$ cat src/pwct_pkg.sv
// Purpose: Shared constants for the pulse width capture timer.
// Assumes: APB with 32-bit data, one aligned word per register.
// Notes: Register offsets are byte addresses.
package pwct_pkg;
  localparam logic [7:0] OFF_CTL0 = 8'h00;
  localparam logic [7:0] OFF_OPT0 = 8'h04;
  localparam logic [7:0] OFF_IOC0 = 8'h08;
  localparam logic [7:0] OFF_IOC1 = 8'h0c;
  localparam logic [7:0] OFF_CCR0 = 8'h10;
  localparam logic [7:0] OFF_CCR1 = 8'h14;
  localparam logic [7:0] OFF_SEL = 8'h18;
  localparam logic [7:0] OFF_IST = 8'h1c;
  localparam logic [7:0] OFF_IMSK = 8'h20;
  localparam logic [7:0] OFF_PSC = 8'h24;
  localparam int CTL_CE = 7;
  localparam int MD_LO = 0;
  localparam int OPT_OVF = 0;
  localparam int SEL_IN1 = 4;
  localparam int SEL_IN0 = 3;
  localparam logic [7:0] SEL_MASK = 8'h18;
  localparam int IOC_OE0 = 0;
  localparam int IOC_OL0 = 1;
  localparam int IOC_OE1 = 2;
  localparam int IOC_OL1 = 3;
  localparam int IST_CC0 = 0;
  localparam int IST_CC1 = 1;
  localparam int IST_OV = 2;
  localparam logic [2:0] MODE_PWM_MEAS = 3'b110;
  localparam logic [15:0] CNT_ZERO = 16'h0000;
  localparam logic [15:0] CNT_MAX = 16'hffff;
  localparam logic [15:0] CNT_STOP = 16'hffff;
  localparam logic [1:0] EDGE_NONE = 2'b00;
  localparam logic [1:0] EDGE_RISE = 2'b01;
  localparam logic [1:0] EDGE_FALL = 2'b10;
  localparam logic [1:0] EDGE_BOTH = 2'b11;
  localparam int PSC_W = 10;
  localparam logic [31:0] RD_ZERO = 32'h0000_0000;
endpackage

$ cat src/pwct_edge.sv
// Purpose: Valid edge detector for one capture input.
// Assumes: Input already synchronous to sys_clk.
// Notes: Edge selection of none never fires.
module pwct_edge
  import pwct_pkg::*;
(
  input wire logic sys_clk,
  input wire logic rst,
  input wire logic sig_in,
  input wire logic [1:0] edge_sel,
  output logic hit
);
  typedef struct packed {
    logic prev;
  } pwct_edge_st_t;
  pwct_edge_st_t st_ff;
  pwct_edge_st_t nxt_st;

  always_comb
  begin
    nxt_st = st_ff;
    nxt_st.prev = sig_in;
  end

  always_ff @(posedge sys_clk)
  begin
    if (rst)
    begin
      st_ff <= '0;
    end
    else
    begin
      st_ff <= nxt_st;
    end
  end

  always_comb
  begin
    unique case (edge_sel)
      EDGE_NONE: hit = 1'b0;
      EDGE_RISE: hit = sig_in & ~st_ff.prev;
      EDGE_FALL: hit = ~sig_in & st_ff.prev;
      EDGE_BOTH: hit = sig_in ^ st_ff.prev;
    endcase
  end
endmodule

$ cat src/pwct_top.sv
// Purpose: 16-bit timer channel with pulse width measurement, output pins, input routing.
// Assumes: APB slave on sys_clk; capture and serial lines synchronous to sys_clk.
// Notes: Count clock is a one-cycle enable from a prescaler or an external event.
module pwct_top
  import pwct_pkg::*;
#(
  parameter int CNT_W = 16
)
(
  input wire logic sys_clk,
  input wire logic rst,
  input wire logic psel,
  input wire logic penable,
  input wire logic pwrite,
  input wire logic [7:0] paddr,
  input wire logic [31:0] pwdata,
  output logic [31:0] prdata,
  output logic pready,
  output logic pslverr,
  input wire logic capture_input_zero,
  input wire logic capture_input_one,
  input wire logic serial_receive_line0,
  input wire logic serial_receive_line1,
  input wire logic ext_event,
  output logic timer_output_zero,
  output logic timer_output_one,
  output logic irq,
  output logic capture_irq0,
  output logic capture_irq1,
  output logic overflow_irq
);
  ////////////////////////////////////////////////////////////////////////////////
  typedef struct packed {
    logic [7:0] ctl0;
    logic [7:0] opt0;
    logic [7:0] ioc0;
    logic [7:0] ioc1;
    logic [7:0] sel;
    logic [2:0] ist;
    logic [2:0] imsk;
    logic [7:0] psc_sel;
    logic [PSC_W-1:0] psc_cnt;
    logic [CNT_W-1:0] cnt;
    logic [CNT_W-1:0] ccr0;
    logic [CNT_W-1:0] ccr1;
    logic [31:0] prdata;
    logic pready;
    logic pslverr;
    logic to0;
    logic to1;
    logic irq;
    logic cc0p;
    logic cc1p;
    logic ovp;
    logic ext_prev;
    logic primed;
  } pwct_st_t;

  pwct_st_t st_ff;
  pwct_st_t nxt_st;
  logic src0;
  logic src1;
  logic hit0;
  logic hit1;

  // Set wins over clear for every sticky flag.
  function automatic logic sticky(input logic cur, input logic set, input logic clr);
    sticky = set | (cur & ~clr);
  endfunction

  // Pin level: inactive level is the level bit, active level its inverse.
  function automatic logic pin_lvl(input logic ol, input logic oe, input logic run);
    pin_lvl = (oe & run) ? ~ol : ol;
  endfunction

  ////////////////////////////////////////////////////////////////////////////////
  assign src0 = st_ff.sel[SEL_IN0] ? serial_receive_line0 : capture_input_zero;
  assign src1 = st_ff.sel[SEL_IN1] ? serial_receive_line1 : capture_input_one;

  pwct_edge u_edge0 (
    .sys_clk(sys_clk),
    .rst(rst),
    .sig_in(src0),
    .edge_sel(st_ff.ioc1[1:0]),
    .hit(hit0)
  );

  pwct_edge u_edge1 (
    .sys_clk(sys_clk),
    .rst(rst),
    .sig_in(src1),
    .edge_sel(st_ff.ioc1[3:2]),
    .hit(hit1)
  );

  ////////////////////////////////////////////////////////////////////////////////
  logic run;
  logic meas;
  logic tick;
  logic cap0;
  logic cap1;
  logic ovf;
  logic wr;
  logic rd;
  logic [7:0] wb;
  logic [2:0] ist_set;
  logic [2:0] ist_clr;
  logic ovf_clr;
  logic [31:0] rdv;
  logic map_ok;
  logic [PSC_W-1:0] psc_mask;

  always_comb
  begin
    nxt_st = st_ff;
    run = st_ff.ctl0[CTL_CE];
    meas = (st_ff.ctl0[MD_LO +: 3] == MODE_PWM_MEAS);
    psc_mask = PSC_W'((1 << st_ff.psc_sel[3:0]) - 1);
    if (st_ff.psc_sel[3:0] == 4'hf)
    begin
      tick = ext_event & ~st_ff.ext_prev;
    end
    else
    begin
      tick = ((st_ff.psc_cnt & psc_mask) == '0);
    end
    cap0 = run & meas & hit0;
    cap1 = run & meas & hit1;
    ovf = run & meas & tick & ~cap0 & ~cap1 & st_ff.primed & (st_ff.cnt == CNT_MAX);
    wr = psel & penable & pwrite;
    rd = psel & penable & ~pwrite;
    wb = pwdata[7:0];
    nxt_st.psc_cnt = run ? PSC_W'(st_ff.psc_cnt + 1'b1) : '0;
    nxt_st.ext_prev = ext_event;
    // The first count clock after a start moves the stopped value FFFFH to zero.
    // That step is a start, not an overflow, so overflow waits until the counter has moved.
    nxt_st.primed = run & (st_ff.primed | tick | cap0 | cap1);
    // Counter and captures.
    if (!run)
    begin
      nxt_st.cnt = CNT_STOP;
    end
    else if (cap0 | cap1)
    begin
      nxt_st.cnt = CNT_ZERO;
    end
    else if (tick)
    begin
      nxt_st.cnt = CNT_W'(st_ff.cnt + 1'b1);
    end
    if (cap0)
    begin
      nxt_st.ccr0 = st_ff.cnt;
    end
    if (cap1)
    begin
      nxt_st.ccr1 = st_ff.cnt;
    end
    nxt_st.cc0p = cap0;
    nxt_st.cc1p = cap1;
    nxt_st.ovp = ovf;
    // Register writes.
    ovf_clr = 1'b0;
    ist_clr = '0;
    if (wr)
    begin
      unique case (paddr)
        OFF_CTL0: nxt_st.ctl0 = wb;
        OFF_OPT0: ovf_clr = ~wb[OPT_OVF];
        OFF_IOC0: nxt_st.ioc0 = wb;
        OFF_IOC1: nxt_st.ioc1 = wb;
        OFF_SEL: nxt_st.sel = wb & SEL_MASK;
        OFF_IST: ist_clr = wb[2:0];
        OFF_IMSK: nxt_st.imsk = wb[2:0];
        OFF_PSC: nxt_st.psc_sel = wb;
        default: nxt_st.ctl0 = st_ff.ctl0;
      endcase
    end
    nxt_st.opt0 = '0;
    nxt_st.opt0[OPT_OVF] = sticky(st_ff.opt0[OPT_OVF], ovf, ovf_clr);
    ist_set = {ovf, cap1, cap0};
    for (int i = 0; i < 3; i++)
    begin
      nxt_st.ist[i] = sticky(st_ff.ist[i], ist_set[i], ist_clr[i]);
    end
    nxt_st.irq = |(nxt_st.ist & nxt_st.imsk);
    // Read mux.
    map_ok = 1'b1;
    rdv = RD_ZERO;
    unique case (paddr)
      OFF_CTL0: rdv[7:0] = st_ff.ctl0;
      OFF_OPT0: rdv[7:0] = st_ff.opt0;
      OFF_IOC0: rdv[7:0] = st_ff.ioc0;
      OFF_IOC1: rdv[7:0] = st_ff.ioc1;
      OFF_CCR0: rdv[CNT_W-1:0] = st_ff.ccr0;
      OFF_CCR1: rdv[CNT_W-1:0] = st_ff.ccr1;
      OFF_SEL: rdv[7:0] = st_ff.sel;
      OFF_IST: rdv[2:0] = st_ff.ist;
      OFF_IMSK: rdv[2:0] = st_ff.imsk;
      OFF_PSC: rdv[7:0] = st_ff.psc_sel;
      default: map_ok = 1'b0;
    endcase
    nxt_st.pready = psel & ~penable;
    nxt_st.pslverr = psel & ~penable & ~map_ok;
    nxt_st.prdata = (psel & ~penable & ~pwrite) ? rdv : RD_ZERO;
    // Output pins: measurement mode has no waveform, only the static level control.
    nxt_st.to0 = pin_lvl(nxt_st.ioc0[IOC_OL0], nxt_st.ioc0[IOC_OE0],
                         nxt_st.ctl0[CTL_CE]);
    nxt_st.to1 = pin_lvl(nxt_st.ioc0[IOC_OL1], nxt_st.ioc0[IOC_OE1],
                         nxt_st.ctl0[CTL_CE]);
  end

  always_ff @(posedge sys_clk)
  begin
    if (rst)
    begin
      st_ff <= '0;
      st_ff.cnt <= CNT_STOP;
    end
    else
    begin
      st_ff <= nxt_st;
    end
  end

  assign prdata = st_ff.prdata;
  assign pready = st_ff.pready;
  assign pslverr = st_ff.pslverr;
  assign timer_output_zero = st_ff.to0;
  assign timer_output_one = st_ff.to1;
  assign irq = st_ff.irq;
  assign capture_irq0 = st_ff.cc0p;
  assign capture_irq1 = st_ff.cc1p;
  assign overflow_irq = st_ff.ovp;

  ////////////////////////////////////////////////////////////////////////////////
  capture_clear_a: assert property (@(posedge sys_clk) disable iff (rst)
    cap0 |=> (st_ff.cnt == CNT_ZERO) && capture_irq0 && (st_ff.ccr0 == $past(st_ff.cnt)))
    else $error("capture did not store and clear");
  capture_one_a: assert property (@(posedge sys_clk) disable iff (rst)
    cap1 |=> (st_ff.cnt == CNT_ZERO) && capture_irq1 && (st_ff.ccr1 == $past(st_ff.cnt)))
    else $error("second capture did not store and clear");
  wrap_ovf_a: assert property (@(posedge sys_clk) disable iff (rst)
    (run && meas && tick && !cap0 && !cap1 && st_ff.primed && st_ff.cnt == CNT_MAX)
      |=> overflow_irq && st_ff.cnt == CNT_ZERO)
    else $error("overflow did not wrap");
  start_count_a: assert property (@(posedge sys_clk) disable iff (rst)
    (run && tick && !cap0 && !cap1 && !st_ff.primed)
      |=> st_ff.cnt == CNT_ZERO && !overflow_irq)
    else $error("start counted as overflow");
  stop_hold_a: assert property (@(posedge sys_clk) disable iff (rst)
    !run |=> st_ff.cnt == CNT_STOP)
    else $error("stopped counter moved");
  ovf_flag_a: assert property (@(posedge sys_clk) disable iff (rst)
    $rose(overflow_irq) |-> st_ff.opt0[OPT_OVF])
    else $error("overflow flag not set");
  ovf_status_a: assert property (@(posedge sys_clk) disable iff (rst)
    overflow_irq |-> st_ff.ist[IST_OV])
    else $error("overflow status not set");
  ovf_pulse_a: assert property (@(posedge sys_clk) disable iff (rst)
    overflow_irq |=> !overflow_irq)
    else $error("overflow request longer than one cycle");
  flag_clear_a: assert property (@(posedge sys_clk) disable iff (rst)
    (wr && paddr == OFF_OPT0 && !pwdata[OPT_OVF] && !ovf) |=> !st_ff.opt0[OPT_OVF])
    else $error("overflow flag not cleared");
  flag_hold_a: assert property (@(posedge sys_clk) disable iff (rst)
    (st_ff.opt0[OPT_OVF] && !(wr && paddr == OFF_OPT0)) |=> st_ff.opt0[OPT_OVF])
    else $error("overflow flag dropped by hardware");
  count_up_a: assert property (@(posedge sys_clk) disable iff (rst)
    (run && meas && tick && !cap0 && !cap1 && st_ff.cnt != CNT_MAX)
      |=> st_ff.cnt == $past(st_ff.cnt) + 16'h0001)
    else $error("counter did not count");
  pin_level_a: assert property (@(posedge sys_clk) disable iff (rst)
    (wr && paddr == OFF_IOC0 && !run) |=> timer_output_one == $past(pwdata[IOC_OL1]))
    else $error("stopped pin not at its level bit");
  pin_active_a: assert property (@(posedge sys_clk) disable iff (rst)
    (wr && paddr == OFF_IOC0 && run)
      |=> timer_output_zero == ($past(pwdata[IOC_OL0]) ^ $past(pwdata[IOC_OE0])))
    else $error("running pin level wrong");
  sel_bits_a: assert property (@(posedge sys_clk) disable iff (rst)
    (st_ff.sel & ~SEL_MASK) == 8'h00)
    else $error("select reserved bits set");
  sel_write_a: assert property (@(posedge sys_clk) disable iff (rst)
    (wr && paddr == OFF_SEL) |=> st_ff.sel[SEL_IN1] == $past(pwdata[SEL_IN1])
      && st_ff.sel[SEL_IN0] == $past(pwdata[SEL_IN0]))
    else $error("select bit not stored");
  irq_level_a: assert property (@(posedge sys_clk) disable iff (rst)
    (capture_irq0 && st_ff.imsk[IST_CC0]) |-> irq)
    else $error("capture request not signalled");
  stop_mode_a: assert property (@(posedge sys_clk) disable iff (rst)
    !meas |=> !capture_irq0 && !capture_irq1 && !overflow_irq)
    else $error("event outside measurement mode");
endmodule

$ cat config.mk
export PLATFORM = sky130hd
export DESIGN_NAME = pwct_top
export DESIGN_NICKNAME = d
export VERILOG_FILES = /design/src/pwct_pkg.sv /design/src/pwct_edge.sv /design/src/pwct_top.sv
export SDC_FILE = /design/constraint.sdc
export NUM_CORES = 1
export LEC_CHECK = 0
export BUFFER_PORTS_ARGS = -buffer_cell sky130_fd_sc_hd__buf_2
export CORE_MARGIN = 2
export CORE_UTILIZATION = 35
export CTS_BUF_LIST = sky130_fd_sc_hd__clkbuf_8
export DETAILED_ROUTE_END_ITERATION = 8
export PLACE_DENSITY_LB_ADDON = 0.3
export SLEW_MARGIN = 20
export SYNTH_ARGS = -nofsm -noshare
export SYNTH_HDL_FRONTEND = slang
export SYNTH_SLANG_ARGS = --single-unit
$ cat constraint.sdc
create_clock -name sys_clk -period 2.8 [get_ports sys_clk]
set_input_delay 0.28 -clock sys_clk [delete_from_list [all_inputs] [get_ports sys_clk]]
set_output_delay 0.28 -clock sys_clk [all_outputs]
set_load 0.005 [all_outputs]
==> results.toml <==
[synth]
synthFlopType = "dfxtp_1"
synth_sequential_area_ratio_pct = 42.9
netlist_area_sq_mm = 0.00592
synth_cell_types = 58
syn_inst = 689
async_reset_ff_share_pct = 0
synth_edf_count = 0
yosys_warnings = 0
ys_ff_latch = 127
syn_avg_cell_area_sq_um = 8.60

[global_routing]
grt-ovfl-total = 0
grt_pass1_vias = 4559
grt_antenna_before_repair = 0
grt_first_pass_wirelength_um = 24100
grt_max_degree = 84
grt_usage_pct = 17.1

[detailed_routing]
viasPerCell = 5.18
drc = 0
first_iter_violations = 440
wl_um = 14600
drtPass1Iterations = 5
wl_per_cell_um = 15.3
postRouteAntennaNets = 0
vias = 4951

[setup_path]
regToRegSetupSlack_ns = 0.25
worstPathRequired_ns = 3.19
crit_path_end_kind = "register"
worstPathArrival_ns = 2.94
path_class = "register to register"
cp_num_buf_inv = 1
reg2reg_depth = 10
slowest_stage = "or4b_1"
path_max_fanout = 17
critPathMaxStageDelay_ns = 0.51
crit_path_start_kind = "register"
crit_family = "simple AND/OR/NAND/NOR gates"
r2r_start = "st_ff[101]"
reg2reg_to = "st_ff[76]"
path_cells = "nor3_1 -> nand2b_1 -> ha_1 -> a21o_1 -> a22o_1 -> a211oi_4 -> a21oi_2 -> buf_4 -> or4b_1 -> nand4_1"

[sta]
relSlewSlack_pct = 41.4
finalSetupViolCount = 0
holdWs_ns = 0.0400
grt_setup_unrepaired = "no"
tightest_slew_ns = 0.879
clock_skew_ns = 0.0103
hold_viol_final = 0
fmax_ghz = 0.392
period_minus_slack_ns = 2.55
final_max_slew_viol_count = 0
fin_crit_sh_pct = 91.1
fin_tns_setup_ns = 0

[floorplan]
die_h_um = 134
num_rows = 47
ios = 90
start_util_pct = 35.7
dieWidth_um = 134
coreArea_sq_mm = 0.0166
die_area_sq_mm = 0.0180

[clocking]
htreeDepth = 4
cts_tree = "yes"
clkLatencyLatePin_ns = 0.45
cts_buffer_depth = 2
cts_sinks = 127
root_buffer = "clkbuf_8"
clk_pin_slew_ns = 0.08
cts_buffers = 17

[final_layout]
syn2layout_area_growth_pct = 12.5
drive_above_1_share_pct = 15.6
insertedDiodeCount = 0
fin_nets = 781

[pwr]
ir_worst_vdd_mv = 0.252
powerDensity_mw_per_mm2 = 522
power_leakage_nw = 2.46

[min_path]
worst_hold_path_type = "input port to register"
min_delay_path_depth = 2
min_from = "penable"
hold_end = "pready"

[place]
globalplace.congestion = 0.813
io_buffers = 49
hpwl_um = 10100

[status]
status = "finished, final reports clean"

[job]
maxCapViolations = 0
[cells in the mapped netlist (2+ instances only)]
| library cell | instances | area share, % |
|---|---|---|
| nor2_1 | 93 | 5.9 |
| and3_1 | 4 | 0.42 |
| buf_6 | 2 | 0.38 |
| or4_1 | 8 | 1.0 |
| a211o_1 | 3 | 0.44 |
| a21o_1 | 4 | 0.51 |
| buf_2 | 8 | 0.68 |
| xnor2_1 | 4 | 0.59 |
| mux2i_1 | 53 | 9.0 |
| nor3b_1 | 2 | 0.25 |
| dfxtp_1 | 127 | 43 |
| buf_4 | 33 | 4.2 |
| a221oi_1 | 5 | 0.74 |
| a31oi_1 | 10 | 1.1 |
| o22ai_1 | 2 | 0.21 |
| inv_1 | 9 | 0.57 |
| nand4_1 | 11 | 1.2 |
| o21ai_0 | 7 | 0.59 |
| a22oi_1 | 17 | 2.2 |
| a21oi_1 | 40 | 3.4 |
| a21oi_2 | 2 | 0.30 |
| o21ai_1 | 3 | 0.25 |
| nand2_1 | 53 | 3.4 |
| buf_1 | 5 | 0.32 |
| a32oi_1 | 2 | 0.30 |
| a222oi_1 | 5 | 0.84 |
| or3_1 | 6 | 0.63 |
| nand2b_1 | 6 | 0.63 |
| o21a_1 | 4 | 0.51 |
| clkbuf_1 | 26 | 1.6 |
| o21bai_1 | 2 | 0.25 |
| nand3b_1 | 5 | 0.63 |
| xor2_1 | 8 | 1.2 |
| o211ai_1 | 5 | 0.63 |
| nor4_1 | 3 | 0.32 |
| nor2b_1 | 13 | 1.4 |
| nor3_1 | 11 | 0.93 |
| ha_1 | 7 | 1.5 |
| nand3_1 | 62 | 5.2 |
[layout make-up]
| type | instances | area, sq um |
|---|---|---|
| Fill cell | 1702 | 9920 |
| Multi-Input combinational cell | 494 | 2990 |
| Sequential cell | 127 | 2540 |
| Timing Repair Buffer | 75 | 440 |
| Tap cell | 220 | 275 |
| Clock buffer | 18 | 248 |
| Clock inverter | 13 | 143 |
| Inverter | 9 | 33.8 |
[layer usage]
metal / GRT usage [%] / part of all wire (%)
met5: 0 / 0
met4: 5.56 / 1.6
met3: 4.04 / 5.2
met2: 26.3 / 44
met1: 23.6 / 49
[report_power, final]
| part | leakage (nW) | internal [mW] | total [mW] | switching, mW |
|---|---|---|---|---|
| sequential | 1.02 | 1.81 | 1.81 | 0.00151 |
| clock | 0.183 | 0.808 | 1.56 | 0.757 |
| combinational | 1.25 | 0.0319 | 0.108 | 0.0758 |
| total | 2.46 | 2.65 | 3.48 | 0.834 |
[stage by stage]
step | worst slack, ns | cells | instance area, sq um | util (%) | power, mW
finish | 0.250 | 956 | 6670 | 40.2 | 3.48
global route | 0.0509 | 956 | 6670 | 40.2 | 3.62
CTS | 0.149 | 956 | 6670 | 40.2 | 3.51
detailed placement | 0.164 | 925 | 6280 | 37.9 | 1.96
global placement | 0.235 | 925 | 6280 | 37.9 | 1.96
floorplan | 0.158 | 704 | 5980 | - | 1.93
[layout by cell type (no fill, tap or decap), drive strengths merged, types with 8 or more instances in the layout]
cell type,n
a22oi,17
mux2i,53
o21ai,10
nor3,12
nor2,94
dfxtp,127
or4,8
inv,9
nor2b,13
a21oi,42
nand2,53
conb,16
nand4,11
clkbuf,18
xor2,8
nand3,62
buf,75
a31oi,10
[flip-flops by register name, indices dropped and copies added, names as in the netlist]
register / count
capture_irq0: 1
capture_irq1: 1
irq: 1
overflow_irq: 1
prdata: 16
pready: 1
pslverr: 1
run: 1
st_ff: 100
timer_output_one: 1
timer_output_zero: 1
u_edge0.st_ff: 1
u_edge1.st_ff: 1
[worst reg2reg max path, delay by kind of cell (launching register included)]
family	cells	cell delay [ns]
fa+ha+maj	1	0.26
simple gates	4	0.95
buf+inv	1	0.20
compound gates	4	0.76
flops	1	0.31
[what timing repair did]
item                                    4_1_cts  5_1_grt
hold buffers                                  0        0
gates resized for setup                       0        2
setup buffers                                 0        0
hold endpoints to repair                      0        0
endpoints found under the setup margin        0        3
[cell families (layout without fill, tap and decap cells)]
family	count (synthesis)	count (layout)	synth area share, %
simple gates	287	287	23.5
flops	127	127	42.9
compound gates	119	119	13.5
buf+inv	83	115	7.77
mux	53	53	8.95
xor+xnor	12	12	1.77
fa+ha+maj	7	7	1.48
other cells	1	16	0.0633
[worst max path at each step]
stage                from   endpoint  slack [ns]  depth (start not counted)
2_1_floorplan  st_ff[101]  st_ff[76]        0.16                         11
3_3_place_gp   st_ff[118]  st_ff[76]        0.24                         10
3_5_place_dp   st_ff[117]  st_ff[76]        0.16                         10
4_1_cts        st_ff[117]  st_ff[76]        0.15                         10
5_1_grt        st_ff[118]        irq        0.05                         10
6_report       st_ff[101]  st_ff[76]        0.25                         10
(Power assumes the default switching activity.)
